--- config.mk ---
export PLATFORM = sky130hd
export DESIGN_NAME = ccm_top
export DESIGN_NICKNAME = d
export VERILOG_FILES = /design/src/rtl/ccm_pkg.sv /design/src/rtl/ccm_sync.sv /design/src/rtl/ccm_top.sv
export SDC_FILE = /design/constraint.sdc
export NUM_CORES = 1
export LEC_CHECK = 0
export BUFFER_PORTS_ARGS = -buffer_cell sky130_fd_sc_hd__buf_4
export CORE_MARGIN = 10
export CORE_UTILIZATION = 55
export CTS_CLUSTER_DIAMETER = 150
export DETAILED_ROUTE_END_ITERATION = 8
export GPL_ROUTABILITY_DRIVEN = 0
export PLACE_DENSITY = 0.78
export SYNTH_ARGS = -nofsm -noshare
export SYNTH_HDL_FRONTEND = slang
export SYNTH_SLANG_ARGS = --single-unit
--- constraint.sdc ---
create_clock -name core_clk -period 1.95 [get_ports core_clk]
set_input_delay 0.39 -clock core_clk [delete_from_list [all_inputs] [get_ports core_clk]]
set_output_delay 0.39 -clock core_clk [all_outputs]
set_load 0.1 [all_outputs]
--- src/rtl/ccm_pkg.sv ---
// Constants, modes and field layout for the CPU clock mode selector.
// Assumes one core_clk domain; straps and oscillator are pins into it.
// Function
// Both CPU clock edges produce pipeline and bus activity strobes; strobes come only in direct drive and prescaler modes, none in PLL modes.
// Clock phase time is the interval between two successive CPU clock edges.
// Mode comes from the three-bit field in bits 7 to 5 of the latch.
// Long hardware reset loads upper port byte levels into the latch.
// Codes decode to x4, x3, x2, x5, 1:1, x1.5, /2, x2.5.
// Code 001 bypasses the multiplier and uses a divide-by-two prescaler.
// Prescaler mode runs the CPU clock at half oscillator frequency.
// Prescaler high and low phases each last one oscillator period.
// Captured configuration holds until the next long hardware reset.
package ccm_pkg;
	localparam int          CCM_LATCH_W      = 8;
	localparam int          CCM_CFG_LSB      = 5;
	localparam int          CCM_CFG_MSB      = 7;
	localparam logic [7:0]  CCM_LATCH_RESET  = 8'hff;
	localparam logic [3:0]  CCM_ADDR_LATCH   = 4'h0;
	localparam logic [3:0]  CCM_ADDR_MODE    = 4'h1;
	localparam logic [3:0]  CCM_ADDR_PHASE   = 4'h2;
	localparam logic [2:0]  CCM_CODE_X4      = 3'h7;
	localparam logic [2:0]  CCM_CODE_X3      = 3'h6;
	localparam logic [2:0]  CCM_CODE_X2      = 3'h5;
	localparam logic [2:0]  CCM_CODE_X5      = 3'h4;
	localparam logic [2:0]  CCM_CODE_DIRECT  = 3'h3;
	localparam logic [2:0]  CCM_CODE_X1P5    = 3'h2;
	localparam logic [2:0]  CCM_CODE_PRESC   = 3'h1;
	localparam logic [2:0]  CCM_CODE_X2P5    = 3'h0;

	typedef enum {
		CCM_MODE_PLL,
		CCM_MODE_DIRECT,
		CCM_MODE_PRESC
	} ccm_mode_t;

	// Factor in halves: x4 gives 8, /2 gives 1
	function automatic logic [3:0] ccm_factor_half(input logic [2:0] code);
		logic [3:0] f;
		f = 4'h0;
		case (code)
			CCM_CODE_X4:     f = 4'h8;
			CCM_CODE_X3:     f = 4'h6;
			CCM_CODE_X2:     f = 4'h4;
			CCM_CODE_X5:     f = 4'ha;
			CCM_CODE_DIRECT: f = 4'h2;
			CCM_CODE_X1P5:   f = 4'h3;
			CCM_CODE_PRESC:  f = 4'h1;
			default:         f = 4'h5;
		endcase
		return f;
	endfunction
endpackage

--- src/rtl/ccm_sync.sv ---
// Three-stage pin synchroniser with agreement of the last two stages.
// Assumes input is asynchronous to core_clk.
`timescale 1ns/10ps
`default_nettype none
module ccm_sync #(
	parameter int W = 1
) (
	input  wire logic         core_clk,
	input  wire logic         rst,
	input  wire logic [W-1:0] din,
	output var  logic [W-1:0] dout
);
	logic [W-1:0] s1;
	logic [W-1:0] s2;
	logic [W-1:0] s3;

	// A zero-width bus leaves nothing to synchronise
	if (W < 1) begin : g_bad_width
		$error("ccm_sync needs W of at least 1");
	end

	// Only s2 reads s1; output changes once s2 and s3 agree
	always_ff @(posedge core_clk) begin
		if (rst) begin
			s1   <= '0;
			s2   <= '0;
			s3   <= '0;
			dout <= '0;
		end else begin
			s1 <= din;
			s2 <= s1;
			s3 <= s2;
			// Bits agree one by one, so a busy oscillator bit never stalls the straps
			dout <= (s3 & ~(s2 ^ s3)) | (dout & (s2 ^ s3));
		end
	end
endmodule
`default_nettype wire

--- src/rtl/ccm_top.sv ---
// CPU clock mode selector: strap capture, mode decode, CPU clock generation.
// Assumes osc_in is far slower than core_clk, and hw_reset_long is a pin.
//
// Chosen here: the strobed register port and the register offsets.
`timescale 1ns/10ps
`default_nettype none
module ccm_top
	import ccm_pkg::*;
(
	input  wire logic       core_clk,
	input  wire logic       rst,
	input  wire logic       hw_reset_long,
	input  wire logic [7:0] port0_upper_byte,
	input  wire logic       osc_in,
	input  wire logic [3:0] reg_addr,
	input  wire logic [7:0] reg_wdata,
	input  wire logic       reg_wr,
	input  wire logic       reg_rd,
	output logic      [7:0] reg_rdata,
	output logic      [2:0] clock_config_field,
	output logic      [3:0] factor_half,
	output logic            prescaler_active,
	output logic            pll_enable,
	output logic            cpu_clk_presc,
	output logic            cpu_edge_pulse,
	output logic            cpu_rise_pulse,
	output logic            cpu_fall_pulse
);
	logic [7:0] port_s;
	logic       rst_pin_s;
	logic       osc_s;
	logic       osc_d;
	logic [7:0] reset_config_latch_high;
	logic [2:0] latch_field;
	ccm_mode_t  mode;
	logic       osc_rise;
	logic       osc_edge;
	logic [7:0] clock_phase_time;
	logic [7:0] phase_cnt;

	ccm_sync #(.W(10)) u_sync (
		.core_clk (core_clk),
		.rst      (rst),
		.din      ({hw_reset_long, osc_in, port0_upper_byte}),
		.dout     ({rst_pin_s, osc_s, port_s})
	);

	// Edge history of the synchronised oscillator
	always_ff @(posedge core_clk) begin
		if (rst) begin
			osc_d <= 1'b0;
		end else begin
			osc_d <= osc_s;
		end
	end

	assign osc_rise = osc_s & ~osc_d;
	assign osc_edge = osc_s ^ osc_d;
	assign latch_field = reset_config_latch_high[CCM_CFG_MSB:CCM_CFG_LSB];

	// strap capture under reset
	// Loaded every cycle while the pin reset is held, so the last level wins
	// held after release
	always_ff @(posedge core_clk) begin
		if (rst) begin
			reset_config_latch_high <= CCM_LATCH_RESET;
		end else if (rst_pin_s) begin
			reset_config_latch_high <= port_s;
		end
	end

	// Generation mechanism of a configuration code
	function automatic ccm_mode_t ccm_mode_of(input logic [2:0] code);
		ccm_mode_t m;
		m = CCM_MODE_PLL;
		case (code)
			CCM_CODE_PRESC: begin
				m = CCM_MODE_PRESC;
			end
			CCM_CODE_DIRECT: begin
				m = CCM_MODE_DIRECT;
			end
			default: begin
				m = CCM_MODE_PLL;
			end
		endcase
		return m;
	endfunction

	// field extraction
	// Registered copy so every consumer sees one settled value
	always_ff @(posedge core_clk) begin
		if (rst) begin
			clock_config_field <= CCM_CODE_X4;
		end else begin
			clock_config_field <= latch_field;
		end
	end

	// factor decode
	always_ff @(posedge core_clk) begin
		if (rst) begin
			factor_half <= ccm_factor_half(CCM_CODE_X4);
		end else begin
			factor_half <= ccm_factor_half(latch_field);
		end
	end

	// mode decode
	// Mode and flags share the field timing, one cycle behind the latch
	always_ff @(posedge core_clk) begin
		if (rst) begin
			mode <= CCM_MODE_PLL;
		end else begin
			mode <= ccm_mode_of(latch_field);
		end
	end

	// multiplier bypass flags
	always_ff @(posedge core_clk) begin
		if (rst) begin
			prescaler_active <= 1'b0;
			pll_enable       <= 1'b1;
		end else begin
			prescaler_active <= (latch_field == CCM_CODE_PRESC);
			pll_enable       <= (latch_field != CCM_CODE_PRESC)
				&& (latch_field != CCM_CODE_DIRECT);
		end
	end

	// prescaler bypasses the multiplier
	// half rate, R8: each phase one oscillator period
	// Toggling on every oscillator rise gives exactly 50% duty
	always_ff @(posedge core_clk) begin
		if (rst || rst_pin_s) begin
			cpu_clk_presc <= 1'b0;
		end else if (mode == CCM_MODE_PRESC && osc_rise) begin
			cpu_clk_presc <= ~cpu_clk_presc;
		end
	end

	// both edges produce activity strobes
	// The multiplied PLL clock is analog and lives outside; strobes cover 1:1 and 2:1
	always_ff @(posedge core_clk) begin
		if (rst) begin
			cpu_edge_pulse <= 1'b0;
			cpu_rise_pulse <= 1'b0;
			cpu_fall_pulse <= 1'b0;
		end else if (mode == CCM_MODE_PRESC) begin
			cpu_edge_pulse <= osc_rise && !rst_pin_s;
			cpu_rise_pulse <= osc_rise && !rst_pin_s && !cpu_clk_presc;
			cpu_fall_pulse <= osc_rise && !rst_pin_s && cpu_clk_presc;
		end else if (mode == CCM_MODE_DIRECT) begin
			cpu_edge_pulse <= osc_edge;
			cpu_rise_pulse <= osc_rise;
			cpu_fall_pulse <= osc_edge && !osc_s;
		end else begin
			cpu_edge_pulse <= 1'b0;
			cpu_rise_pulse <= 1'b0;
			cpu_fall_pulse <= 1'b0;
		end
	end

	// measure clock phase time in core cycles between edges
	// Saturates so a stalled oscillator does not wrap
	always_ff @(posedge core_clk) begin
		if (rst) begin
			phase_cnt        <= 8'h00;
			clock_phase_time <= 8'h00;
		end else if (cpu_edge_pulse) begin
			clock_phase_time <= phase_cnt;
			phase_cnt        <= 8'h01;
		end else if (phase_cnt != 8'hff) begin
			phase_cnt <= phase_cnt + 8'h01;
		end
	end

	// Register reads; all registers are read-only, writes are ignored
	always_ff @(posedge core_clk) begin
		if (rst) begin
			reg_rdata <= 8'h00;
		end else if (reg_rd) begin
			if (reg_addr == CCM_ADDR_LATCH) begin
				reg_rdata <= reset_config_latch_high;
			end else if (reg_addr == CCM_ADDR_MODE) begin
				reg_rdata <= {pll_enable, prescaler_active, 2'h0, factor_half};
			end else if (reg_addr == CCM_ADDR_PHASE) begin
				reg_rdata <= clock_phase_time;
			end else begin
				reg_rdata <= 8'h00;
			end
		end else begin
			reg_rdata <= 8'h00;
		end
	end

	// latch stable outside pin reset
	a_latch_hold: assert property (@(posedge core_clk) disable iff (rst)
		!rst_pin_s && !$past(rst_pin_s) |=> $stable(reset_config_latch_high))
		else $error("config latch changed outside reset");
	// capture of strap levels
	a_strap_capture: assert property (@(posedge core_clk) disable iff (rst)
		rst_pin_s |=> reset_config_latch_high == $past(port_s))
		else $error("strap level not captured");
	// field follows latch bits
	a_field_bits: assert property (@(posedge core_clk) disable iff (rst)
		##1 clock_config_field == $past(reset_config_latch_high[7:5]))
		else $error("config field mismatch");
	// direct code sets unity factor
	a_direct_unity: assert property (@(posedge core_clk) disable iff (rst)
		clock_config_field == 3'h3 |-> factor_half == 4'h2)
		else $error("direct code factor wrong");
	// default code sets factor four
	a_default_x4: assert property (@(posedge core_clk) disable iff (rst)
		clock_config_field == 3'h7 |-> factor_half == 4'h8 && pll_enable)
		else $error("default code factor wrong");
	// prescaler disables pll
	a_presc_bypass: assert property (@(posedge core_clk) disable iff (rst)
		prescaler_active |-> !pll_enable && factor_half == 4'h1)
		else $error("prescaler did not bypass multiplier");
	// prescaler clock toggles on oscillator rise
	a_presc_half: assert property (@(posedge core_clk) disable iff (rst)
		mode == CCM_MODE_PRESC && osc_rise && !rst_pin_s |=> cpu_clk_presc != $past(cpu_clk_presc))
		else $error("prescaler missed toggle");
	// no toggle without oscillator rise
	a_presc_phase: assert property (@(posedge core_clk) disable iff (rst)
		!osc_rise && !rst_pin_s |=> $stable(cpu_clk_presc))
		else $error("prescaler phase shorter than period");
	// each edge strobe is a rise or fall
	a_edge_split: assert property (@(posedge core_clk) disable iff (rst)
		cpu_edge_pulse |-> cpu_rise_pulse ^ cpu_fall_pulse)
		else $error("edge strobe not split");
	// phase time latched at edge
	a_phase_meas: assert property (@(posedge core_clk) disable iff (rst)
		cpu_edge_pulse |=> clock_phase_time == $past(phase_cnt))
		else $error("phase time not captured");
	// pll enable per code
	a_pll_codes: assert property (@(posedge core_clk) disable iff (rst)
		pll_enable == (clock_config_field != 3'h1 && clock_config_field != 3'h3))
		else $error("pll enable does not match code");
	// prescaler flag per code
	a_presc_flag: assert property (@(posedge core_clk) disable iff (rst)
		prescaler_active == (clock_config_field == 3'h1))
		else $error("prescaler flag does not match code");
	// code 000 factor
	a_code_x2p5: assert property (@(posedge core_clk) disable iff (rst)
		clock_config_field == 3'h0 |-> factor_half == 4'h5)
		else $error("code 000 factor wrong");
	// code 010 factor
	a_code_x1p5: assert property (@(posedge core_clk) disable iff (rst)
		clock_config_field == 3'h2 |-> factor_half == 4'h3)
		else $error("code 010 factor wrong");
	// code 100 factor
	a_code_x5: assert property (@(posedge core_clk) disable iff (rst)
		clock_config_field == 3'h4 |-> factor_half == 4'ha)
		else $error("code 100 factor wrong");
	// code 101 factor
	a_code_x2: assert property (@(posedge core_clk) disable iff (rst)
		clock_config_field == 3'h5 |-> factor_half == 4'h4)
		else $error("code 101 factor wrong");
	// code 110 factor
	a_code_x3: assert property (@(posedge core_clk) disable iff (rst)
		clock_config_field == 3'h6 |-> factor_half == 4'h6)
		else $error("code 110 factor wrong");
	// rise strobe level
	a_rise_level: assert property (@(posedge core_clk) disable iff (rst)
		$past(mode == CCM_MODE_PRESC) && cpu_rise_pulse |-> cpu_clk_presc)
		else $error("rise strobe with clock low");
	// fall strobe level
	a_fall_level: assert property (@(posedge core_clk) disable iff (rst)
		$past(mode == CCM_MODE_PRESC) && cpu_fall_pulse |-> !cpu_clk_presc)
		else $error("fall strobe with clock high");
	// direct drive edges
	a_direct_edges: assert property (@(posedge core_clk) disable iff (rst)
		!$past(rst) && $past(mode == CCM_MODE_DIRECT) |-> cpu_edge_pulse == $past(osc_edge))
		else $error("direct drive edge strobe wrong");
	// no strobes in pll
	a_pll_quiet: assert property (@(posedge core_clk) disable iff (rst)
		$past(mode == CCM_MODE_PLL) |-> !cpu_edge_pulse)
		else $error("edge strobe in pll mode");
	// prescaler held in reset
	a_presc_gate: assert property (@(posedge core_clk) disable iff (rst)
		rst_pin_s |=> !cpu_clk_presc)
		else $error("prescaler clock ran under pin reset");
	// read data idle
	a_rdata_idle: assert property (@(posedge core_clk) disable iff (rst)
		!reg_rd |=> reg_rdata == 8'h00)
		else $error("read data not idle");
	// latch read back
	a_rdata_latch: assert property (@(posedge core_clk) disable iff (rst)
		reg_rd && reg_addr == CCM_ADDR_LATCH |=> reg_rdata == $past(reset_config_latch_high))
		else $error("latch read wrong");
	// mode read back
	a_rdata_mode: assert property (@(posedge core_clk) disable iff (rst)
		reg_rd && reg_addr == CCM_ADDR_MODE |=> reg_rdata == {$past(pll_enable),
			$past(prescaler_active), 2'h0, $past(factor_half)})
		else $error("mode read wrong");
	// phase read back
	a_rdata_phase: assert property (@(posedge core_clk) disable iff (rst)
		reg_rd && reg_addr == CCM_ADDR_PHASE |=> reg_rdata == $past(clock_phase_time))
		else $error("phase read wrong");
	// unmapped reads zero
	a_rdata_unmapped: assert property (@(posedge core_clk) disable iff (rst)
		reg_rd && reg_addr > CCM_ADDR_PHASE |=> reg_rdata == 8'h00)
		else $error("unmapped read not zero");
	// field held after capture
	a_field_hold: assert property (@(posedge core_clk) disable iff (rst)
		!$past(rst) && !$past(rst_pin_s, 2) |-> $stable(clock_config_field))
		else $error("config field changed outside reset");
endmodule
`default_nettype wire

* Word level (Yosys, flattened, before mapping)
Index checks and enable logic that the tools add are counted.
** Operators by class
- Equal/unequal tests :: 14
- Mux-type cells :: 13
- Multipliers :: 0
- Bitwise operators :: 10
- Add/subtract/negate cells :: 1
- Magnitude comparators :: 0
- Reduce and logical (&&, ||, !) cells :: 14
- Shift operators :: 0
- Div/mod/pow operators :: 0
** Operators by type and width (number)
- $eq 32x2->1 const B :: 1
- $eq 32x3->1 const B :: 1
- $pmux 4 s7 :: 1
- $mux 8 :: 3
- $and 10x10->10 :: 2
- $eq 3x3->1 const B :: 4
- $not 10->10 :: 1
- $or 10x10->10 :: 1
- $xor 10x10->10 :: 1
- $add 8x1->8 const B :: 1
- $mux 1 :: 8
- $ne 8x8->1 const B :: 1
- $eq 3x2->1 const B :: 2
- $logic_and 1x1->1 :: 6
- $eq 4x1->1 const B :: 1
- $eq 4x2->1 const B :: 1
- $logic_not 4->1 :: 1
- $pmux 2 s2 :: 1
- $reduce_or 2->1 :: 2
- $eq 3x1->1 const B :: 1
- $logic_not 1->1 :: 3
- $ne 3x1->1 const B :: 1
- $ne 3x2->1 const B :: 1
- $not 1->1 :: 3
- 4 further kinds :: 4
** Storage, ports and cells
- RAM bits :: 0
- ROM bits :: 0
- Latch bits :: 0
- Input bits :: 26
- Flip-flop bits (word level) :: 118
- Memories kept :: 0
- Output and inout port bits :: 21

* Depth between registers and ports, before layout
- Word-level depth :: 5
- Mapped depth :: 5
- Depth with buffers taken out :: 5

* Modules after synthesis
A second synthesis with hierarchy kept.
** Second synthesis, totals
- Cells, all modules :: 293
- Area total of the unflattened synthesis :: 3004.1 µm²
** By module, submodules not included
- ccm_top :: cells each 189, times used 1, area each 1858.0 µm²
- ccm_sync :: cells each 104, times used 1, area each 1146.1 µm²

* Least setup slack after synthesis
OpenSTA, ideal clock, no wires.
- Path type :: register -> register
- Start point :: register cpu_edge_pulse
- End point :: register phase_cnt[0]
- Cell stages (with the launch flop) :: 4
- Period minus slack after synthesis :: 1.718 ns
- Path slack :: 0.232 ns
- Data arrival time :: 1.627 ns
- Data required time :: 1.859 ns
- Path through :: dfxtp_1 buf_2 nor2_1 a311oi_1
** On the way
- Word-level cells in the longest chain between the ends :: 1
- Elaborated cells on any way between the ends :: 2
- Those cells by class :: mux: 1; reduce/logical: 1
** Ends and longest elaborated chain
- start, declared :: RTL line ccm_top.sv:25 : output logic cpu_edge_pulse,
- start signal, assigned :: RTL line ccm_top.sv:150 : cpu_edge_pulse <= osc_rise && !rst_pin_s;
- start signal, assigned :: RTL line ccm_top.sv:154 : cpu_edge_pulse <= osc_edge;
- $mux 1 / $reduce_bool 2->1 (equally long branches)
- end signal, assigned :: RTL line ccm_top.sv:174 : phase_cnt <= phase_cnt + 8'h01;
- end, declared :: RTL line ccm_top.sv:39 : logic [7:0] phase_cnt;
Parallel ways exist; a longest one is shown, timed or not.
A chain may end at the register's enable or synchronous reset.

* Worst setup path after layout
- Start point :: register phase_cnt[0]
- End point :: register phase_cnt[5]
** On the way
- Word-level cells in the longest chain between the ends :: 1
- Elaborated cells on any way between the ends :: 2
- Those cells by class :: add/sub: 1; eq/ne: 1
** Ends and longest elaborated chain (RTL line)
- $add 8x1->8 / $ne 8x8->1 (equally long branches) :: ccm_top.sv:174, ccm_top.sv:173
Parallel ways exist; a longest one is shown, timed or not.

==> reports/qor.txt <==
RSZ-0062 raised after global routing: false
Layout cells sized above 1: 0.188
CTS tree: done
Cell row count: 26
Global Route Usage Sum: 0.122
Setup TNS: 0 ns
Mapped Area: 2980 um^2
CP max FO: 7
Max_cap viols: 0
Syn nets: 321
Max VDD drop: 0.587 mV
Buffers on Ports: 37
CP bufs+invs: 0
Post-synth EDFFs: 0
Hold Path Class: input port to register
Post-Synthesis Cells: 292
CTS Buf Count: 9
R2R Path Start: phase_cnt[0]$_SDFFE_PP0P_
Crit path kind: register to register
Clock slew at reported path FFs: 0.08 ns
Post-Layout Cell Count: 405
Later-pin clock latency in the skew report: 0.35 ns
Ys flop type: dfxtp_1
Critical Path Sink: phase_cnt[5]$_SDFFE_PP0P_
Slowest stage cell, crit path: dfxtp_1
Comb pwr share: 0.042
Total of warnings raised by yosys: 0
Global-route wire length before repair: 8.49 mm
Reg2Reg Setup Slack: 0.44 ns
Mean Syn Cell Area: 10.2 um^2
GRT overflow: 0
Initial DRC Count: 76
Setup bufs post-CTS: 0
Fin crit period: 1.51 ns
CTS sink count: 87
Net switching fraction of the power: 0.222
Largest family of logic cells by synthesized area: simple AND/OR/NAND/NOR gates
Root buffer cell: clkbuf_8
Synth Register Bits: 87
Pint: 2.50 mW
Reg power frac: 0.568
Nets: 359
Critical path depth: 4
Synth Area in XOR/XNOR: 0.00588
Synth Area in Simple Gates: 0.188
Final hold violation count: 0
ANT nets after route: 0
Max-slew headroom at the worst pin: 0.725
Max frequency: 664 MHz
Status: finished, final reports clean
Reg2reg path depth: 4
Max clock buf depth: 2
WP data required: 2.22 ns
Delay-heaviest family, CP: flip-flops
Layout area overhead: 17.7%
Net Sw Power: 0.714 mW
Average wire per standard cell: 13.1 um
Drt first pass iters: 5
Largest net degree at the start of global routing: 32
Hold_buf cts: 0
Boundary Pins: 47
PD cells: 917 nW/um^2
Pleak: 1.35 nW
Vias/cell: 5.00
Dpl hpwl: 3.66 mm
Post-CTS Resized: 0
Diodes inserted: 0
Final Cycle Share: 0.773
Final setup viols: 0
CP Launch Point: phase_cnt[0]$_SDFFE_PP0P_
H-tree levels: 3
Vias: 2025
Layout Skew: 0.00708 ns
Antenna violations before repair: 0
Vias in the first global route: 1879
Starting density of the core: 0.576
Setup crit start kind: register
Die height: 93.6 um
R2R Path End: phase_cnt[5]$_SDFFE_PP0P_
Post-synth ARST share: 0
CP Capture Type: register
Cell Chain, Critical Path: ha_1 > and3_1 > a211oi_1 > mux2i_1
Clock power frac: 0.390
Final wirelength: 5.30 mm
Mux share of post-synthesis cell area: 0.0638
Number of distinct library cells after synthesis: 43
Seq/Total Area, Yosys: 0.585
Die X: 93.6 um
Slowest stage delay, CP: 0.38 ns
Die ar.: 8760 um^2
Worst slew pin tran: 0.411 ns
Adder-Cell Fraction of Synth Area: 0.0126
Synth Area in Compound Gates: 0.110
Post-route DRC: 0
Pins Over Slew Limit: 0
Placed cell count: 389
WP data arrival: 1.78 ns
Core area: 5170 um^2
Fill cell count: 397
-- area by class of cell --
| class | count | area, um^2 | share of cell area |
|---|---|---|---|
| clock inverters | 6 | 68.8 | 0.0196 |
| inverters | 8 | 30.0 | 0.00857 |
| repair buffers | 41 | 308 | 0.0878 |
| flip-flops and latches | 87 | 1740 | 0.497 |
| multi-input cells | 183 | 1130 | 0.323 |
| well taps | 70 | 87.6 | 0.0250 |
| clock buffers | 10 | 138 | 0.0393 |
-- Yosys cell counts (all sizes together) (2+ instances only) --
master,number,area (um^2)
o21ai,15,75.1
dfxtp,87,1740
a21oi,21,105
nor2b,33,206
nor3b,2,15.0
buf,9,56.3
a211oi,2,15.0
clkbuf,5,18.8
nor3,3,15.0
mux2i,19,190
nand2,30,113
nor4b,2,32.5
or2,3,18.8
ha,3,37.5
nand3,2,10.0
inv,6,22.5
and3,3,18.8
clkinv,2,7.51
a31oi,3,18.8
o221ai,4,35.0
nor2,20,75.1
-- power groups by stage --
stage | sequential (mW) | clock, mW | combinational (mW)
4_1_cts | 1.83 | 1.30 | 0.135
5_1_grt | 1.83 | 1.37 | 0.147
6_report | 1.83 | 1.25 | 0.134
3_3_place_gp | 1.87 | 0 | 0.132
2_1_floorplan | 1.88 | 0 | 0.0754
3_5_place_dp | 1.87 | 0 | 0.135
-- per-stage QoR --
step           instance area (um^2)  hold WS, ns  worst slack (ns)  total power [mW]  utilization
2_1_floorplan                  2980        0.414             0.232              1.96            -
3_3_place_gp                   3300        0.416             0.500              2.00        0.638
3_5_place_dp                   3300        0.422             0.484              2.00        0.638
4_1_cts                        3510        0.229             0.427              3.26        0.678
5_1_grt                        3510        0.238             0.306              3.35        0.678
6_report                       3510        0.249             0.443              3.22        0.678
-- worst reg2reg max path, cell delays in order (launching register included) --
cell	delay [ns]
dfxtp_1	0.38
ha_1	0.27
and3_1	0.27
a211oi_1	0.31
mux2i_1	0.21
-- placed cells by master (no fill, tap or decap), types with 4 or more instances in the layout --
master	n
o21ai_0	14
mux2i_1	19
nand2_1	30
clkbuf_8	10
nor2_1	20
o221ai_1	4
a21oi_1	21
nor2b_1	33
dfxtp_1	87
buf_4	41
inv_1	6
-- routing by layer --
metal | wire (um) | vias up | part of all wire | GRT usage
met5 | 0 | - | 0 | 0
met4 | 43 | 0 | 0.0081 | 0.0646
met3 | 307 | 4 | 0.058 | 0.0512
met2 | 2320 | 36 | 0.44 | 0.181
met1 | 2630 | 918 | 0.50 | 0.147
li1 | - | 1067 | - | -
-- cells by family (layout without fill, tap and decap cells) --
group,count (synthesis),in the layout
AOI/OAI and AO/OA,54,54
adders and majority gates,3,3
DFF,87,87
and+or+nand+nor,105,105
xor gates and xnor gates,2,2
muxes,19,19
buffers and inverters,22,65
-- worst min-delay path by stage --
stage	start	endpoint	slack, ns	depth (start not counted)
after floorplan	u_sync.s1[0]$_SDFF_PP0_	u_sync.s2[0]$_SDFF_PP0_	0.41	1
after global placement	u_sync.s1[5]$_SDFF_PP0_	u_sync.s2[5]$_SDFF_PP0_	0.42	1
after detailed placement	u_sync.s1[2]$_SDFF_PP0_	u_sync.s2[2]$_SDFF_PP0_	0.42	1
after CTS	hw_reset_long	u_sync.s1[9]$_SDFF_PP0_	0.23	2
after global routing	port0_upper_byte[3]	u_sync.s1[3]$_SDFF_PP0_	0.24	2
final	hw_reset_long	u_sync.s1[9]$_SDFF_PP0_	0.25	2
(Power assumes the default switching activity.)
